File: config.mk
export PLATFORM = sky130hd
export DESIGN_NAME = dbt_channel
export DESIGN_NICKNAME = d
export VERILOG_FILES = /design/src/dbt_pkg.sv /design/src/dbt_channel.sv /design/src/dbt_ptr_step.sv /design/src/dbt_bus_port.sv
export SDC_FILE = /design/constraint.sdc
export NUM_CORES = 1
export LEC_CHECK = 0
export BUFFER_PORTS_ARGS = -buffer_cell sky130_fd_sc_hd__buf_4
export CAP_MARGIN = 0
export CORE_MARGIN = 4
export CORE_UTILIZATION = 30
export CTS_CLUSTER_SIZE = 25
export DETAILED_ROUTE_END_ITERATION = 12
export PLACE_DENSITY = 0.51
export SLEW_MARGIN = 25
export SYNTH_ARGS = -nofsm -noshare
export SYNTH_HDL_FRONTEND = slang
export SYNTH_SLANG_ARGS = --single-unit
File: constraint.sdc
create_clock -name pclk -period 4.8 [get_ports pclk]
set_input_delay 0.72 -clock pclk [delete_from_list [all_inputs] [get_ports pclk]]
set_output_delay 0.72 -clock pclk [all_outputs]
set_load 0.005 [all_outputs]
File: src/dbt_pkg.sv
/*
  package for the byte transfer channel: register offsets, field positions,
  reset values, address modes and source spaces.
  assumes an apb slave with 32-bit data, one aligned word per register.
*/
package dbt_pkg;

  // register byte offsets
  localparam logic [7:0] DBT_CTRL_A_OFS = 8'h00;  // channel_control_a
  localparam logic [7:0] DBT_CTRL_B_OFS = 8'h04;  // channel_control_b
  localparam logic [7:0] DBT_BUF_OFS    = 8'h08;  // byte_buffer
  localparam logic [7:0] DBT_SSA_OFS    = 8'h0C;  // source start address
  localparam logic [7:0] DBT_SPTR_OFS   = 8'h10;  // source pointer
  localparam logic [7:0] DBT_SSZ_OFS    = 8'h14;  // source size
  localparam logic [7:0] DBT_SCNT_OFS   = 8'h18;  // source counter
  localparam logic [7:0] DBT_DSA_OFS    = 8'h1C;  // destination start address
  localparam logic [7:0] DBT_DPTR_OFS   = 8'h20;  // destination pointer
  localparam logic [7:0] DBT_DSZ_OFS    = 8'h24;  // destination size
  localparam logic [7:0] DBT_DCNT_OFS   = 8'h28;  // destination counter

  // channel_control_a bits
  localparam int DBT_A_EN_BIT  = 7;  // channel enable
  localparam int DBT_A_RUN_BIT = 5;  // run_request_bit
  localparam int DBT_A_XIP_BIT = 4;  // transfer_pending_flag, read only

  // channel_control_b fields
  localparam int DBT_B_DESTINATION_ADDRESS_MODE_LSB = 6;  // destination_address_mode
  localparam int DBT_B_SSEL_LSB  = 3;  // source_space_select
  localparam int DBT_B_SOURCE_ADDRESS_MODE_LSB = 1;  // source_address_mode

  // address modes
  typedef enum logic [1:0] {
    DBT_MODE_HOLD = 2'b00,
    DBT_MODE_INC  = 2'b01,
    DBT_MODE_DEC  = 2'b10
  } dbt_mode_type;

  // source spaces
  localparam logic [1:0] DBT_SPACE_RAM    = 2'h0;  // register / ram space
  localparam logic [1:0] DBT_SPACE_EEPROM = 2'h1;  // data eeprom
  localparam logic [1:0] DBT_SPACE_FLASH  = 2'h2;  // program flash

  // widths and reset values
  localparam int DBT_SADDR_W = 22;
  localparam int DBT_DADDR_W = 16;
  localparam int DBT_CNT_W   = 12;
  localparam logic [11:0] DBT_SIZE_RST = 12'h001;

endpackage : dbt_pkg

File: src/dbt_channel.sv
/*
  byte transfer channel core: apb register file, transaction sequencer,
  one-byte buffer and the source and destination pointer/counter pairs.
  assumes an apb master, and a system bus with arbiter grant and done.
*/
//
// Overview of operation
// - data moves one byte per transaction; messages are many transactions
// - each transaction reads source into buffer, then writes it out
// - pending flag set while read byte waits, clear once written
// - reads flash, eeprom or ram space; writes only ram space
// - software sets 22-bit source and 16-bit destination start addresses
// - running source and destination pointers update after every transaction
// - each pointer independently holds, increments or decrements by one
// - two-bit selector picks the source memory space
// - on enable sizes are copied into the counters
// - both counters drop by one together after each transaction
// - run request starts a message; smaller counter running out ends it
// - run out clears run request and reloads that counter and pointer
// - uneven sizes end last message early, remainder skews later ones
// - a counter leaving one reloads at once, never reads zero
// - mode codes: 00 hold, 01 increment, 10 decrement
// - enable loads pointers and counters from starts and sizes
// - the bus is used only after the arbiter grants it
`timescale 1ns/1ps
`default_nettype none
module dbt_channel
  import dbt_pkg::*;
#(
  parameter int SAW = DBT_SADDR_W,
  parameter int DAW = DBT_DADDR_W,
  parameter int CW  = DBT_CNT_W
) (
  input  wire logic           pclk,       // system clock
  input  wire logic           presetn,    // async reset, low
  input  wire logic           psel,       // apb select
  input  wire logic           penable,    // apb access phase
  input  wire logic           pwrite,     // apb direction
  input  wire logic [7:0]     paddr,      // apb byte address
  input  wire logic [31:0]    pwdata,     // apb write data
  input  wire logic [3:0]     pstrb,      // apb byte strobes
  output logic      [31:0]    prdata,     // apb read data
  output logic                pready,     // apb ready
  output logic                pslverr,    // apb error
  output logic                rd_req,     // source read request
  output logic      [SAW-1:0] rd_addr,    // source read address
  output logic      [1:0]     rd_space,   // source memory space
  input  wire logic           rd_grant,   // arbiter grant for read
  input  wire logic           rd_done,    // read data valid
  input  wire logic [7:0]     rd_data,    // byte read
  output logic                wr_req,     // destination write request
  output logic      [DAW-1:0] wr_addr,    // destination write address
  output logic      [7:0]     wr_data,    // byte to write
  input  wire logic           wr_grant,   // arbiter grant for write
  input  wire logic           wr_done,    // write taken
  output logic                running     // message in progress
);

  // pointer widths are fixed by the two bus address ranges; a counter must
  // fit the low half of the read word and needs at least two bits
  initial begin
    if (SAW != DBT_SADDR_W || DAW != DBT_DADDR_W || CW < 2 || CW > 16)
      $error("dbt_channel: unsupported widths");
  end

  // sequencer states; the fourth code is unused
  typedef enum logic [1:0] {
    DBT_IDLE,
    DBT_READ,
    DBT_WRITE
  } dbt_state_type;

  dbt_state_type state_q;

  // control, status and configuration state
  logic           en_q;
  logic           run_q;
  logic           xip_q;
  logic [1:0]     source_address_mode_q;
  logic [1:0]     destination_address_mode_q;
  logic [1:0]     ssel_q;
  logic [7:0]     buf_q;
  logic [SAW-1:0] ssa_q;
  logic [DAW-1:0] dsa_q;
  logic [CW-1:0]  ssz_q;
  logic [CW-1:0]  dsz_q;

  // running pointers and counters from the two stepping pairs
  logic [SAW-1:0] sptr;
  logic [DAW-1:0] dptr;
  logic [CW-1:0]  scnt;
  logic [CW-1:0]  dcnt;

  // sequencing strobes
  logic           swrap;
  logic           dwrap;
  logic           en_rise;
  logic           rd_fin;
  logic           wr_fin;
  logic           rd_go;
  logic           wr_go;
  logic           stop;
  logic           step;

  // apb write strobe, taken in the access phase
  // no wait states, so a write lands at the access-phase edge
  logic wr_en;
  logic rd_en;
  assign wr_en = psel && penable && pwrite;
  assign rd_en = psel && penable && !pwrite;
  assign pready = 1'b1;

  // unmapped offsets answer with an error
  // the byte address is decoded whole; unmapped words read as zero
  logic addr_ok;
  always_comb begin
    unique case (paddr)
      DBT_CTRL_A_OFS, DBT_CTRL_B_OFS, DBT_BUF_OFS, DBT_SSA_OFS, DBT_SPTR_OFS,
      DBT_SSZ_OFS, DBT_SCNT_OFS, DBT_DSA_OFS, DBT_DPTR_OFS, DBT_DSZ_OFS,
      DBT_DCNT_OFS: addr_ok = 1'b1;
      default:      addr_ok = 1'b0;
    endcase
  end
  assign pslverr = psel && penable && !addr_ok;

  // enable bit and its rising edge
  // only the rising edge loads pointers and counters; a repeated
  // enable write leaves a running message where it is
  logic en_wr;
  assign en_wr  = wr_en && paddr == DBT_CTRL_A_OFS && pstrb[0];
  assign en_rise = en_wr && pwdata[DBT_A_EN_BIT] && !en_q;

  always_ff @(posedge pclk or negedge presetn) begin
    if (!presetn) en_q <= 1'b0;
    else if (en_wr) en_q <= pwdata[DBT_A_EN_BIT];
  end

  // run request: set by software while enabled, cleared on run out
  // a run out in the same cycle as a software set wins, so a message
  // never restarts on the edge that ended it; setting an already set
  // bit changes nothing
  always_ff @(posedge pclk or negedge presetn) begin
    if (!presetn) run_q <= 1'b0;
    else if (!en_q) run_q <= 1'b0;
    else if (swrap || dwrap) run_q <= 1'b0;
    else if (en_wr) run_q <= pwdata[DBT_A_RUN_BIT] && pwdata[DBT_A_EN_BIT];
  end

  // configuration fields of channel_control_b, frozen while running
  // a mode change mid-message would skew the pointers, so a write while running is ignored
  always_ff @(posedge pclk or negedge presetn) begin
    if (!presetn) begin
      source_address_mode_q <= DBT_MODE_HOLD;
      destination_address_mode_q <= DBT_MODE_HOLD;
      ssel_q  <= DBT_SPACE_RAM;
    end else if (wr_en && paddr == DBT_CTRL_B_OFS && pstrb[0] && !run_q) begin
      destination_address_mode_q <= pwdata[DBT_B_DESTINATION_ADDRESS_MODE_LSB +: 2];
      ssel_q  <= pwdata[DBT_B_SSEL_LSB +: 2];
      source_address_mode_q <= pwdata[DBT_B_SOURCE_ADDRESS_MODE_LSB +: 2];
    end
  end

  // start addresses and sizes
  // frozen while a message runs so reload values cannot shift under it;
  // a size of zero is refused because a counter must never read zero
  always_ff @(posedge pclk or negedge presetn) begin
    if (!presetn) begin
      ssa_q <= '0;
      dsa_q <= '0;
      ssz_q <= CW'(DBT_SIZE_RST);
      dsz_q <= CW'(DBT_SIZE_RST);
    end else if (wr_en && !run_q) begin
      unique case (paddr)
        DBT_SSA_OFS: ssa_q <= pwdata[SAW-1:0];
        DBT_DSA_OFS: dsa_q <= pwdata[DAW-1:0];
        DBT_SSZ_OFS: if (pwdata[CW-1:0] != '0) ssz_q <= pwdata[CW-1:0];
        DBT_DSZ_OFS: if (pwdata[CW-1:0] != '0) dsz_q <= pwdata[CW-1:0];
        default: ;
      endcase
    end
  end

  // stop: run request falls (soft stop) or enable is cleared (hard stop)
  // either stop also drops any bus request that is still waiting
  assign stop = !run_q || !en_q;

  // transaction sequencer: read phase, then write phase
  // a soft stop leaves the pending byte in the buffer; when run is set
  // again the sequencer goes straight to the write, so that byte is
  // neither lost nor read twice. a hard stop clears the pending flag,
  // so the next message always begins with a fresh source read
  always_ff @(posedge pclk or negedge presetn) begin
    if (!presetn) state_q <= DBT_IDLE;
    else begin
      unique case (state_q)
        DBT_IDLE:  if (!stop) state_q <= xip_q ? DBT_WRITE : DBT_READ;
        DBT_READ:  if (stop) state_q <= DBT_IDLE;
                   else if (rd_fin) state_q <= DBT_WRITE;
        DBT_WRITE: if (stop) state_q <= DBT_IDLE;
                   else if (wr_fin) state_q <= DBT_IDLE;
        default:   state_q <= DBT_IDLE;  // unused fourth code
      endcase
    end
  end

  // one start per phase; a stop blocks a fresh start
  assign rd_go = state_q == DBT_READ && !rd_req && !stop;
  assign wr_go = state_q == DBT_WRITE && !wr_req && !stop;
  // a transaction counts once its write lands; an aborted write never steps
  assign step  = wr_fin;

  // one-byte buffer holds the read until the write completes
  // after a soft stop it still holds the byte not yet written
  always_ff @(posedge pclk or negedge presetn) begin
    if (!presetn) buf_q <= 8'h00;
    else if (rd_fin) buf_q <= rd_data;
  end

  // pending flag; a hard stop drops the pending byte
  // set by the read completion, cleared by the write completion; the
  // two never meet because the sequencer is in one phase at a time
  always_ff @(posedge pclk or negedge presetn) begin
    if (!presetn) xip_q <= 1'b0;
    else if (!en_q) xip_q <= 1'b0;
    else if (rd_fin) xip_q <= 1'b1;
    else if (wr_fin) xip_q <= 1'b0;
  end

  // source side bus access, any of three spaces
  // the space code travels with the address; the bus decodes it
  dbt_bus_port u_rd (
    .pclk    (pclk),
    .presetn (presetn),
    .start   (rd_go),
    .abort   (stop),
    .grant   (rd_grant),
    .done    (rd_done),
    .req     (rd_req),
    .fin     (rd_fin)
  );

  // destination side bus access, ram space only
  // no space code: the destination is always ram space
  dbt_bus_port u_wr (
    .pclk    (pclk),
    .presetn (presetn),
    .start   (wr_go),
    .abort   (stop),
    .grant   (wr_grant),
    .done    (wr_done),
    .req     (wr_req),
    .fin     (wr_fin)
  );

  // source pointer and counter
  // both pairs step on the same write completion; each reloads on its
  // own when it leaves one, and both reload together on even sizes
  dbt_ptr_step #(.AW(SAW), .CW(CW)) u_src (
    .pclk    (pclk),
    .presetn (presetn),
    .load    (en_rise),
    .step    (step),
    .mode    (source_address_mode_q),
    .start   (ssa_q),
    .size    (ssz_q),
    .ptr_q   (sptr),
    .cnt_q   (scnt),
    .wrap    (swrap)
  );

  // destination pointer and counter
  // wraps at its own narrower width
  dbt_ptr_step #(.AW(DAW), .CW(CW)) u_dst (
    .pclk    (pclk),
    .presetn (presetn),
    .load    (en_rise),
    .step    (step),
    .mode    (destination_address_mode_q),
    .start   (dsa_q),
    .size    (dsz_q),
    .ptr_q   (dptr),
    .cnt_q   (dcnt),
    .wrap    (dwrap)
  );

  // bus addresses follow the running pointers
  // they change only on a step or an enable load, never while a request waits
  assign rd_addr  = sptr;
  assign rd_space = ssel_q;
  assign wr_addr  = dptr;
  assign wr_data  = buf_q;
  assign running  = run_q;

  // apb read mux, registered data
  // fields sit in the low bits; unused bits read as zero
  logic [31:0] rdata_d;
  always_comb begin
    rdata_d = 32'h0000_0000;
    unique case (paddr)
      DBT_CTRL_A_OFS: begin
        rdata_d[DBT_A_EN_BIT]  = en_q;
        rdata_d[DBT_A_RUN_BIT] = run_q;
        rdata_d[DBT_A_XIP_BIT] = xip_q;
      end
      DBT_CTRL_B_OFS: begin
        rdata_d[DBT_B_DESTINATION_ADDRESS_MODE_LSB +: 2] = destination_address_mode_q;
        rdata_d[DBT_B_SSEL_LSB +: 2]  = ssel_q;
        rdata_d[DBT_B_SOURCE_ADDRESS_MODE_LSB +: 2] = source_address_mode_q;
      end
      DBT_BUF_OFS:  rdata_d[7:0]     = buf_q;
      DBT_SSA_OFS:  rdata_d[SAW-1:0] = ssa_q;
      DBT_SPTR_OFS: rdata_d[SAW-1:0] = sptr;
      DBT_SSZ_OFS:  rdata_d[CW-1:0]  = ssz_q;
      DBT_SCNT_OFS: rdata_d[CW-1:0]  = scnt;
      DBT_DSA_OFS:  rdata_d[DAW-1:0] = dsa_q;
      DBT_DPTR_OFS: rdata_d[DAW-1:0] = dptr;
      DBT_DSZ_OFS:  rdata_d[CW-1:0]  = dsz_q;
      DBT_DCNT_OFS: rdata_d[CW-1:0]  = dcnt;
      default: ;
    endcase
  end

  // read data captured in the setup cycle, valid in the access phase
  // pready is tied high, so every transfer takes two cycles; capturing
  // one edge early keeps prdata a flop output for the whole access
  always_ff @(posedge pclk or negedge presetn) begin
    if (!presetn) prdata <= 32'h0000_0000;
    else if (psel && !penable && !pwrite) prdata <= rdata_d;
  end

  // read strobe and upper byte lanes carry no meaning here; only lane 0
  // gates the control registers, wide registers take the whole word
  logic unused_rd;
  logic unused_strb;
  assign unused_rd   = rd_en;
  assign unused_strb = |pstrb[3:1];

endmodule : dbt_channel
`default_nettype wire

File: src/dbt_ptr_step.sv
/*
  one pointer and counter pair: advances after each transaction and
  reloads from size and start address when the counter is at one.
  assumes load and step never come in the same cycle from the owner.
*/
`timescale 1ns/1ps
`default_nettype none
module dbt_ptr_step
  import dbt_pkg::*;
#(
  parameter int AW = 16,
  parameter int CW = 12
) (
  input  wire logic          pclk,     // system clock
  input  wire logic          presetn,  // async reset, low
  input  wire logic          load,     // initial load on enable
  input  wire logic          step,     // one transaction done
  input  wire logic [1:0]    mode,     // address mode
  input  wire logic [AW-1:0] start,    // start address
  input  wire logic [CW-1:0] size,     // message size
  output logic      [AW-1:0] ptr_q,    // current pointer
  output logic      [CW-1:0] cnt_q,    // current counter
  output logic               wrap      // counter runs out this step
);

  initial begin
    if (AW < 1 || CW < 2) $error("dbt_ptr_step: bad widths");
  end

  // counter is about to run out
  assign wrap = step && (cnt_q == CW'(1));

  // pointer and counter update
  always_ff @(posedge pclk or negedge presetn) begin
    if (!presetn) begin
      ptr_q <= '0;
      cnt_q <= CW'(DBT_SIZE_RST);
    end else if (load || wrap) begin
      ptr_q <= start;
      cnt_q <= size;
    end else if (step) begin
      cnt_q <= cnt_q - CW'(1);
      unique case (mode)
        DBT_MODE_INC: ptr_q <= ptr_q + AW'(1);
        DBT_MODE_DEC: ptr_q <= ptr_q - AW'(1);
        default:      ptr_q <= ptr_q;
      endcase
    end
  end

endmodule : dbt_ptr_step
`default_nettype wire

File: src/dbt_bus_port.sv
/*
  system bus port: raises a request, waits for the arbiter grant, then
  completes one byte access when the bus answers done.
  assumes the bus keeps grant until done and done follows grant.
*/
`timescale 1ns/1ps
`default_nettype none
module dbt_bus_port
  import dbt_pkg::*;
(
  input  wire logic pclk,     // system clock
  input  wire logic presetn,  // async reset, low
  input  wire logic start,    // begin an access
  input  wire logic abort,    // drop the access
  input  wire logic grant,    // arbiter grant
  input  wire logic done,     // bus access done
  output logic      req,      // bus request
  output logic      fin       // access finished, one cycle
);

  logic busy_q;

  // request held until the granted access completes
  always_ff @(posedge pclk or negedge presetn) begin
    if (!presetn) busy_q <= 1'b0;
    else if (abort) busy_q <= 1'b0;
    else if (busy_q && grant && done) busy_q <= 1'b0;
    else if (start) busy_q <= 1'b1;
  end

  assign req = busy_q;
  assign fin = busy_q && grant && done && !abort;

endmodule : dbt_bus_port
`default_nettype wire

==> results of run 1 <==
## cells in the mapped netlist (4+ instances only)
library cell | count | share of area, %
sky130_fd_sc_hd__a211oi_1 | 8 | 0.57
sky130_fd_sc_hd__a21o_1 | 7 | 0.50
sky130_fd_sc_hd__a21oi_1 | 74 | 3.5
sky130_fd_sc_hd__a221o_1 | 4 | 0.38
sky130_fd_sc_hd__a221oi_1 | 14 | 1.2
sky130_fd_sc_hd__a222oi_1 | 9 | 0.86
sky130_fd_sc_hd__a22o_1 | 16 | 1.3
sky130_fd_sc_hd__a22oi_1 | 36 | 2.6
sky130_fd_sc_hd__a31oi_1 | 19 | 1.1
sky130_fd_sc_hd__a32oi_1 | 5 | 0.42
sky130_fd_sc_hd__and2_1 | 8 | 0.48
sky130_fd_sc_hd__and3_1 | 7 | 0.42
sky130_fd_sc_hd__and3b_1 | 4 | 0.33
sky130_fd_sc_hd__and4b_1 | 4 | 0.38
sky130_fd_sc_hd__buf_1 | 5 | 0.18
sky130_fd_sc_hd__buf_2 | 26 | 1.2
sky130_fd_sc_hd__buf_4 | 12 | 0.86
sky130_fd_sc_hd__clkbuf_1 | 43 | 1.5
sky130_fd_sc_hd__dfrtp_1 | 163 | 39
sky130_fd_sc_hd__dfstp_2 | 4 | 1.0
sky130_fd_sc_hd__ha_1 | 22 | 2.6
sky130_fd_sc_hd__inv_1 | 26 | 0.93
sky130_fd_sc_hd__mux2_2 | 77 | 8.3
sky130_fd_sc_hd__mux2i_1 | 10 | 0.96
sky130_fd_sc_hd__nand2_1 | 112 | 4.0
sky130_fd_sc_hd__nand2b_1 | 5 | 0.30
sky130_fd_sc_hd__nand3_1 | 28 | 1.3
sky130_fd_sc_hd__nand4_1 | 6 | 0.36
sky130_fd_sc_hd__nor2_1 | 100 | 3.6
sky130_fd_sc_hd__nor2b_1 | 8 | 0.48
sky130_fd_sc_hd__nor3_1 | 27 | 1.3
sky130_fd_sc_hd__nor3b_1 | 6 | 0.43
sky130_fd_sc_hd__nor4_1 | 16 | 0.96
sky130_fd_sc_hd__o211ai_1 | 4 | 0.29
sky130_fd_sc_hd__o21a_1 | 5 | 0.36
sky130_fd_sc_hd__o21ai_0 | 86 | 4.1
sky130_fd_sc_hd__o22ai_1 | 13 | 0.78
sky130_fd_sc_hd__o31a_1 | 8 | 0.67
sky130_fd_sc_hd__o31ai_1 | 7 | 0.50
sky130_fd_sc_hd__or3_1 | 17 | 1.0
sky130_fd_sc_hd__or4_1 | 7 | 0.50
sky130_fd_sc_hd__xnor2_1 | 29 | 2.4
sky130_fd_sc_hd__xor2_1 | 4 | 0.33
## routing by layer
layer / share of wire (%) / up-vias
met5: 0.036 / -
met4: 1.5 / 2
met3: 5.6 / 38
met2: 46 / 281
met1: 47 / 4703
li1: - / 4451
## critical path, delay by kind of cell (launching register included)
family / cells / cell delay (ps)
compound gates: 4 / 1020
fa+ha+maj: 2 / 960
buf+inv: 1 / 80
flops: 1 / 420
mux: 1 / 230
simple gates: 3 / 670
## power groups by stage
stage	Combinational (mW)	Clock (mW)	Sequential (mW)
after floorplan	0.0726	0	1.47
after global placement	0.199	0	1.48
after detailed placement	0.200	0	1.48
after CTS	0.201	1.48	1.45
after global routing	0.218	1.53	1.46
final	0.198	1.46	1.46
## logic make-up after synthesis
group | after synthesis | synth area share (%)
muxes | 87 | 9.234
AOI/OAI and AO/OA | 352 | 22.52
adders and majority gates | 23 | 2.819
and+or+nand+nor | 372 | 17.50
other | 2 | 0.07170
DFF | 167 | 39.95
buffers and inverters | 117 | 5.149
xor gates and xnor gates | 33 | 2.759
## layout by cell type, fill, tap and decap left out, drive strengths merged, types with 5 or more instances in the layout
master	count
a21oi	74
o31ai	7
mux2i	10
a21o	7
o22ai	13
dfrtp	163
a211oi	8
nand2	112
a222oi	9
ha	22
and3	7
or3	17
mux2	77
o21a	5
nor3	29
nor3b	7
buf	141
a22oi	36
conb	11
o31a	8
nor4b	5
nand2b	5
a221oi	14
nor2	101
a31oi	19
nor4	17
o21ai	88
or4	7
a32oi	5
a22o	16
nor2b	8
and2	8
clkbuf	17
nand4	6
xnor2	29
nand3	28
inv	37
## area by class of cell
type                       count  area, sq um
multi-input combinational    878         5806
fill                        3560        22110
inverter                      28        105.1
clock buffer                  17        425.4
clock inverter                15        180.2
timing repair buffer         141         1075
tap                          455        569.3
sequential                   167         4184
## sequential cells by signal, indices dropped and copies added (netlist names)
register / count
prdata: 22
ssa_q: 22
u_src.ptr_q: 22
dsa_q: 16
u_dst.ptr_q: 16
dsz_q: 12
ssz_q: 12
u_dst.cnt_q: 12
u_src.cnt_q: 12
wr_data: 8
destination_address_mode_q: 2
rd_space: 2
source_address_mode_q: 2
state_q: 2
en_q: 1
running: 1
u_rd.req: 1
u_wr.req: 1
xip_q: 1
## path summary, 6_finish.rpt
path / slack, ps / from / depth (start not counted) / end
min in group pclk: 460 / state_q[1] / 1 / state_q[0]
max: 1290 / destination_address_mode_q[0] / 11 / u_dst.ptr_q[14]
max reg2reg: 1290 / destination_address_mode_q[0] / 11 / u_dst.ptr_q[14]
min: 290 / presetn / 1 / wr_data[2]
max in group asynchronous: 3500 / presetn / 2 / ssa_q[18]
min reg2reg: 460 / state_q[1] / 1 / state_q[0]
==> impl_table.tex, run 1 <==
\begin{tabular}{lr}
\hline
Metric & Value \\
\hline
\multicolumn{2}{l}{\textbf{Placed design}} \\
Setup Slack @ Placement & 1343 ps \\
Number of placed cells counting well taps & 1669 \\
Placed standard-cell area & 11740 sq um \\
Post-detailed-placement half-perimeter wirelength & 26620 um \\
Port Buf Inserts & 121 \\
Last weighted congestion value of the routability-driven placer & 0.8976 \\
\multicolumn{2}{l}{\textbf{Power}} \\
Switching power of the nets & 0.8064 mW \\
Overall power after layout & 3.110 mW \\
Portion of total power attributed to combinational logic & 6.4\% \\
Leakage power total & 5.413 nW \\
Maximum resistive drop on vdd & 0.0002093 V \\
Pwr/cell area & 251.9 nW/um\^{}2 \\
Proportion of power drawn by the clock network & 46.8\% \\
Sequential power share & 46.8\% \\
Share of total power consumed by net switching & 25.93\% \\
Internal power & 2.303 mW \\
\multicolumn{2}{l}{\textbf{Worst setup path}} \\
Sort of element at the start of the critical path & flop \\
Kind of capture point of the worst setup path & flop \\
Cell at the slowest stage of the critical path & sky130\_fd\_sc\_hd\_\_ha\_1 \\
Crit path kind & reg2reg \\
Worst Path Required & 5130 ps \\
Biggest cell delay along the critical path & 570 ps \\
Signal arrival time at the worst endpoint & 3840 ps \\
Top cell by count, worst path & sky130\_fd\_sc\_hd\_\_ha\_1 \\
Series of cell instances along the critical path & inv\_1 > ha\_1 > ha\_1 > nor2b\_1 > o21a\_1 > o21ai\_0 > a21oi\_1 > or3\_1 > a41oi\_1 > mux2i\_1 > nand2\_1 \\
Highest net fanout along the worst path & 15 \\
\multicolumn{2}{l}{\textbf{Route}} \\
Routed WL & 36020 um \\
Number of vias after detailed routing & 9475 \\
Routed via count divided by cell count & 5.570 \\
Initial detailed-routing violation count & 889 \\
DRC Markers & 0 \\
Final antenna-violating net count & 0 \\
Router iterations before antenna repair & 6 \\
Routed length per instance & 21.18 um \\
\multicolumn{2}{l}{\textbf{Clock tree}} \\
\# resized after CTS & 0 \\
Clock-pin slew on the worst setup and hold paths & 70 ps \\
Clock net sink count & 167 \\
Clock insertion delay at the later pin of the skew report & 450 ps \\
Total clock buffers created by CTS & 17 \\
CTS HTree Levels & 4 \\
CTS tree & done \\
Post-CTS Hold Buffers & 0 \\
Post-CTS Setup Repair Bufs & 0 \\
Clk root buf & sky130\_fd\_sc\_hd\_\_clkbuf\_16 \\
Maximum clock insertion buffer count & 2 \\
\multicolumn{2}{l}{\textbf{Global routing}} \\
Antenna violations before repair & 1 \\
GRT met3 Usage & 2.929\% \\
GRT Resource Usage Total & 18.59\% \\
Gr ovfl total & 0 \\
Number of global-route vias before repair & 9032 \\
Wire length of the first global-routing pass & 55860 um \\
Met1 Usage GRT & 27.30\% \\
Busiest metal layer after global routing & met2 \\
Fraction of met2 tracks used by global routing & 28.92\% \\
Maximum number of pins on one net before global-route repair & 101 \\
\multicolumn{2}{l}{\textbf{Synthesis}} \\
Share of flip-flops with an asynchronous set or reset & 100.0\% \\
Proportion of synthesized chip area in sequential cells & 39.95\% \\
FF+latch count, synth & 167 \\
Cells after Synth & 1153 \\
Yosys warning total & 0 \\
Number of different library cells in the post-synthesis netlist & 82 \\
Post-synth design cell area & 10470 sq um \\
Post-synthesis area per instance & 9.084 sq um \\
Number of enable-type register cells in the synthesized netlist & 0 \\
Flip-flop cell with the highest count after synthesis & sky130\_fd\_sc\_hd\_\_dfrtp\_1 \\
\multicolumn{2}{l}{\textbf{Layout}} \\
Final nets & 1317 \\
Utilization of the core after routing & 35.82\% \\
Final Cell Area & 12340 sq um \\
Ant. Diodes & 0 \\
Area Overhead vs Synth & 17.86\% \\
Share of final-layout standard cells stronger than drive strength 1 & 21.91\% \\
Count of non-filler cells in the finished layout & 1701 \\
\multicolumn{2}{l}{\textbf{Timing}} \\
Clock period minus worst slack & 3512 ps \\
Final WS setup & 1288 ps \\
Final period util & 73.17\% \\
Worst setup skew after layout & 13.19 ps \\
Final hold violation count & 0 \\
Setup Viol. Count Final & 0 \\
Timing-limited maximum frequency & 284.7 MHz \\
Slew Limit Headroom & 37.11\% \\
Total count of max-transition violations in the final report & 0 \\
Pin slew with the least headroom to its limit & 939.9 ps \\
Hold WS & 290.6 ps \\
RSZ-0062 raised after global routing & no \\
Setup TNS after final layout & 0 ps \\
\multicolumn{2}{l}{\textbf{Die}} \\
Vertical die dimension & 194.9 um \\
Overall die width & 194.9 um \\
Total Die Area & 37970 sq um \\
Count of pins on the block boundary & 146 \\
Cell row count & 68 \\
Core area & 34460 sq um \\
Initial Util & 30.40\% \\
\multicolumn{2}{l}{\textbf{Job}} \\
Number of violations of the max-capacitance limit & 0 \\
\multicolumn{2}{l}{\textbf{Hold path}} \\
Hold Crit Class & in2async \\
\multicolumn{2}{l}{\textbf{Status}} \\
Run status & finished clean \\
\hline
\end{tabular}
Note: power is estimated with default switching activity, not from simulation.
==> run 2, diff against run 1 <==
--- a/config.mk
+++ b/config.mk
@@ -5,6 +5,7 @@
 export SDC_FILE = /design/constraint.sdc
 export NUM_CORES = 1
 export LEC_CHECK = 0
+export ABC_AREA = 1
 export BUFFER_PORTS_ARGS = -buffer_cell sky130_fd_sc_hd__buf_4
 export CAP_MARGIN = 0
 export CORE_MARGIN = 4
==> constraint.sdc (replaced) <==
create_clock -name pclk -period 3.3 [get_ports pclk]
set_input_delay 0.495 -clock pclk [delete_from_list [all_inputs] [get_ports pclk]]
set_output_delay 0.495 -clock pclk [all_outputs]
set_load 0.005 [all_outputs]
==> impl_table.tex, run 2 <==
\begin{tabular}{lr}
\hline
Metric & Value \\
\hline
\multicolumn{2}{l}{\textbf{Die}} \\
Vertical die dimension & 199.3 um (was 194.9 um) \\
Total Die Area & 39730 sq um (was 37970 sq um) \\
Initial Util & 30.65\% (was 30.40\%) \\
Core area & 35830 sq um (was 34460 sq um) \\
Count of pins on the block boundary & 146 (unchanged) \\
Cell row count & 69 (was 68) \\
Overall die width & 199.3 um (was 194.9 um) \\
\multicolumn{2}{l}{\textbf{Clock tree}} \\
CTS HTree Levels & 4 (unchanged) \\
\# resized after CTS & 0 (unchanged) \\
CTS tree & done (unchanged) \\
Post-CTS Setup Repair Bufs & 0 (unchanged) \\
Clock-pin slew on the worst setup and hold paths & 80 ps (was 70 ps) \\
Post-CTS Hold Buffers & 0 (unchanged) \\
Maximum clock insertion buffer count & 2 (unchanged) \\
Clock net sink count & 167 (unchanged) \\
Clock insertion delay at the later pin of the skew report & 450 ps (about the same) \\
Total clock buffers created by CTS & 17 (unchanged) \\
Clk root buf & sky130\_fd\_sc\_hd\_\_clkbuf\_16 (unchanged) \\
\multicolumn{2}{l}{\textbf{Synthesis}} \\
Cells after Synth & 1563 (was 1153) \\
FF+latch count, synth & 167 (unchanged) \\
Main combinational cell family by area after synthesis & simple AND/OR/NAND/NOR gates (was compound AO/OA/AOI/OAI gates) \\
Post-synthesis share of cell area spent on xor and xnor gates & 2.393\% (was 2.760\%) \\
Synth top area cells & sky130\_fd\_sc\_hd\_\_dfrtp\_1, sky130\_fd\_sc\_hd\_\_nand2\_1, sky130\_fd\_sc\_hd\_\_inv\_1 (was sky130\_fd\_sc\_hd\_\_dfrtp\_1, sky130\_fd\_sc\_hd\_\_mux2\_2, sky130\_fd\_sc\_hd\_\_o21ai\_0) \\
Post-synth design cell area & 10980 sq um (was 10470 sq um) \\
Post-synthesis area per instance & 7.025 sq um (was 9.084 sq um) \\
Share of flip-flops with an asynchronous set or reset & 100.0\% (unchanged) \\
Leading cell types by count after synthesis & sky130\_fd\_sc\_hd\_\_nand2\_1, sky130\_fd\_sc\_hd\_\_inv\_1, sky130\_fd\_sc\_hd\_\_dfrtp\_1, sky130\_fd\_sc\_hd\_\_nor2\_1, sky130\_fd\_sc\_hd\_\_o21ai\_0 (was sky130\_fd\_sc\_hd\_\_dfrtp\_1, sky130\_fd\_sc\_hd\_\_nand2\_1, sky130\_fd\_sc\_hd\_\_nor2\_1, sky130\_fd\_sc\_hd\_\_o21ai\_0, sky130\_fd\_sc\_hd\_\_mux2\_2) \\
Proportion of synthesized chip area in sequential cells & 38.10\% (was 39.95\%) \\
Cell accounting for the most synthesized area & sky130\_fd\_sc\_hd\_\_dfrtp\_1 (unchanged) \\
Flip-flop cell with the highest count after synthesis & sky130\_fd\_sc\_hd\_\_dfrtp\_1 (unchanged) \\
Yosys warning total & 0 (unchanged) \\
Most frequent cell after synthesis & sky130\_fd\_sc\_hd\_\_nand2\_1 (was sky130\_fd\_sc\_hd\_\_dfrtp\_1) \\
Post-synthesis adder-cell area fraction & 2.689\% (was 2.819\%) \\
Top-area cell type share of the netlist area & 37.15\% (was 38.94\%) \\
Number of different library cells in the post-synthesis netlist & 56 (was 82) \\
Simple-gate portion of the synthesized area & 29.98\% (was 17.50\%) \\
Number of enable-type register cells in the synthesized netlist & 0 (unchanged) \\
Fraction of synthesized area in multiplexers & 0.2051\% (was 9.234\%) \\
Synth Area in Compound Gates & 15.83\% (was 22.52\%) \\
\multicolumn{2}{l}{\textbf{Worst setup path}} \\
Signal arrival time at the worst endpoint & 3090 ps (was 3840 ps) \\
Register-to-Register Setup Slack & 560 ps (was 1290 ps) \\
Series of cell instances along the critical path & inv\_1 > ha\_1 > buf\_4 > buf\_4 > nor2\_1 > nor2\_1 > nand2\_1 > nor2\_1 > nand2\_1 > nor2\_1 > nand2\_1 > nand4\_1 > nand3\_1 > nand2\_1 > nand2\_1 (was inv\_1 > ha\_1 > ha\_1 > nor2b\_1 > o21a\_1 > o21ai\_0 > a21oi\_1 > or3\_1 > a41oi\_1 > mux2i\_1 > nand2\_1) \\
Worst Path Required & 3650 ps (was 5130 ps) \\
Worst r2r src & source\_address\_mode\_q[0] (was destination\_address\_mode\_q[0]) \\
Kind of capture point of the worst setup path & flop (unchanged) \\
R2r endpoint & u\_src.ptr\_q[21] (was u\_dst.ptr\_q[14]) \\
Top cell by count, worst path & sky130\_fd\_sc\_hd\_\_nand2\_1 (was sky130\_fd\_sc\_hd\_\_ha\_1) \\
Biggest cell delay along the critical path & 500 ps (was 570 ps) \\
Cell count of the worst reg-to-reg path & 15 (was 11) \\
Cell at the slowest stage of the critical path & sky130\_fd\_sc\_hd\_\_ha\_1 (unchanged) \\
Sort of element at the start of the critical path & flop (unchanged) \\
Crit path kind & reg2reg (unchanged) \\
Highest net fanout along the worst path & 23 (was 15) \\
\multicolumn{2}{l}{\textbf{Timing}} \\
Timing-limited maximum frequency & 365.4 MHz (was 284.7 MHz) \\
Clock period minus worst slack & 2737 ps (was 3512 ps) \\
RSZ-0062 raised after global routing & no (unchanged) \\
Slew Limit Headroom & 46.84\% (was 37.11\%) \\
Final hold violation count & 0 (unchanged) \\
Setup Viol. Count Final & 0 (unchanged) \\
Hold WS & 35.30 ps (was 290.6 ps) \\
Final period util & 82.94\% (was 73.17\%) \\
Total count of max-transition violations in the final report & 0 (unchanged) \\
Setup TNS after final layout & 0 ps (unchanged) \\
Worst setup skew after layout & 14.90 ps (was 13.19 ps) \\
Pin slew with the least headroom to its limit & 796.5 ps (was 939.9 ps) \\
\multicolumn{2}{l}{\textbf{Layout}} \\
Final nets & 1761 (was 1317) \\
Ant. Diodes & 0 (unchanged) \\
Share of final-layout standard cells stronger than drive strength 1 & 15.21\% (was 21.91\%) \\
Area Overhead vs Synth & 17.71\% (was 17.86\%) \\
Utilization of the core after routing & 36.07\% (was 35.82\%) \\
Registers with the highest flip-flop counts & prdata: 22 flops, ssa\_q: 22 flops, u\_src.ptr\_q: 22 flops (unchanged) \\
Commonest non-fill, non-tap cell in the layout & sky130\_fd\_sc\_hd\_\_nand2\_1 (was sky130\_fd\_sc\_hd\_\_dfrtp\_1) \\
Final Cell Area & 12920 sq um (was 12340 sq um) \\
Commonest cells after routing, fill and taps aside & sky130\_fd\_sc\_hd\_\_nand2\_1, sky130\_fd\_sc\_hd\_\_inv\_1, sky130\_fd\_sc\_hd\_\_dfrtp\_1 (was sky130\_fd\_sc\_hd\_\_dfrtp\_1, sky130\_fd\_sc\_hd\_\_buf\_4, sky130\_fd\_sc\_hd\_\_nand2\_1) \\
\multicolumn{2}{l}{\textbf{Route}} \\
DRC Markers & 0 (unchanged) \\
Number of vias after detailed routing & 10770 (was 9475) \\
Router iterations before antenna repair & 5 (was 6) \\
Final antenna-violating net count & 0 (unchanged) \\
Initial detailed-routing violation count & 822 (was 889) \\
Routed via count divided by cell count & 5.005 (was 5.570) \\
Routed length per instance & 18.36 um (was 21.18 um) \\
Routed WL & 39500 um (was 36020 um) \\
\multicolumn{2}{l}{\textbf{Global routing}} \\
Number of global-route vias before repair & 10530 (was 9032) \\
Wire length of the first global-routing pass & 61200 um (was 55860 um) \\
GRT Resource Usage Total & 20.00\% (was 18.59\%) \\
Maximum number of pins on one net before global-route repair & 60 (was 101) \\
Gr ovfl total & 0 (unchanged) \\
Antenna violations before repair & 0 (was 1) \\
\multicolumn{2}{l}{\textbf{Placed design}} \\
Placed standard-cell area & 12350 sq um (was 11740 sq um) \\
Last weighted congestion value of the routability-driven placer & 0.9312 (was 0.8976) \\
Post-detailed-placement half-perimeter wirelength & 30440 um (was 26620 um) \\
Port Buf Inserts & 121 (unchanged) \\
\multicolumn{2}{l}{\textbf{Job}} \\
Number of violations of the max-capacitance limit & 0 (unchanged) \\
\multicolumn{2}{l}{\textbf{Power}} \\
Share of total power consumed by net switching & 26.01\% (was 25.93\%) \\
Portion of total power attributed to combinational logic & 5.9\% (was 6.4\%) \\
Switching power of the nets & 1.142 mW (was 0.8064 mW) \\
Sequential power share & 47.7\% (was 46.8\%) \\
Maximum resistive drop on vdd & 0.0003467 V (was 0.0002093 V) \\
Pwr/cell area & 339.7 nW/um\^{}2 (was 251.9 nW/um\^{}2) \\
Leakage power total & 6.470 nW (was 5.413 nW) \\
Internal power & 3.249 mW (was 2.303 mW) \\
Proportion of power drawn by the clock network & 46.4\% (was 46.8\%) \\
\multicolumn{2}{l}{\textbf{Hold path}} \\
Hold Crit Class & in2async (unchanged) \\
\multicolumn{2}{l}{\textbf{Status}} \\
Run status & finished clean (unchanged) \\
\hline
\end{tabular}
[run 2: cell types whose count changed after synthesis, moves of 27 or more]
cell and change:
sky130_fd_sc_hd__a22oi_1 -36, sky130_fd_sc_hd__inv_1 +172, sky130_fd_sc_hd__mux2_2 -75, sky130_fd_sc_hd__nand2_1 +358, sky130_fd_sc_hd__nand3_1 +56, sky130_fd_sc_hd__nor2_1 +31, sky130_fd_sc_hd__o22ai_1 +28, sky130_fd_sc_hd__xnor2_1 -27
[run 2: per-layer routing]
layer,up-vias,share of wire (%),track usage (%)
met5,-,0,0
met3,61,4.2,2.546
met4,0,3.1,7.092
li1,5280,-,-
met2,275,47,32.01
met1,5149,46,27.90
[run 2: cells by family (layout without fill, tap and decap cells)]
kind of cell,after synthesis,after routing
AOI/OAI and AO/OA,292,292
other,2,11
buffers and inverters,273,391
DFF,167,167
adders and majority gates,23,23
muxes,2,2
and+or+nand+nor,774,774
xor gates and xnor gates,30,30
[run 2: final cells by class]
type                            count  area (sq um)
Sequential cell                   167          4184
Fill cell                        3862         22900
Clock buffer                       18         439.2
Clock inverter                     14         138.9
Multi-Input combinational cell   1132          5652
Timing Repair Buffer              148          1140
Tap cell                          461         576.8
Inverter                          211         794.5
[run 2: critical path, delay by kind of cell, from the launching register on]
kind                     cells  cell delay, ps
adder cells (fa/ha/maj)      1             500
buffers and inverters        3             660
flip-flops                   1             380
AND/OR/NAND/NOR             11            1100
[run 2: through the flow]
stage | setup slack [ps] | cells | total power [mW]
2_1_floorplan | 1044 | 1572 | 2.232
3_3_place_gp | 582.2 | 2119 | 2.396
3_5_place_dp | 569.6 | 2119 | 2.398
4_1_cts | 553.8 | 2151 | 4.438
5_1_grt | 273.7 | 2151 | 4.542
6_report | 563.1 | 2151 | 4.390
[run 2: how the worst max path moves through the flow]
stage / depth (start not counted) / to / slack (ps) / start
after global placement: 15 / u_src.ptr_q[21] / 580 / source_address_mode_q[0]
after global routing: 15 / u_src.ptr_q[21] / 270 / source_address_mode_q[0]
after CTS: 18 / u_src.ptr_q[14] / 550 / source_address_mode_q[0]
after detailed placement: 18 / u_src.ptr_q[14] / 570 / source_address_mode_q[0]
final: 15 / u_src.ptr_q[21] / 560 / source_address_mode_q[0]
after floorplan: 13 / u_dst.ptr_q[14] / 1040 / destination_address_mode_q[0]
[run 2: power groups by stage]
stage               Clock [mW]  Combinational (mW)  Sequential [mW]
finish                    2.04               0.261             2.09
global route              2.15               0.292             2.10
CTS                       2.08               0.267             2.09
detailed placement           0               0.266             2.13
global placement             0               0.264             2.13
floorplan                    0               0.102             2.13
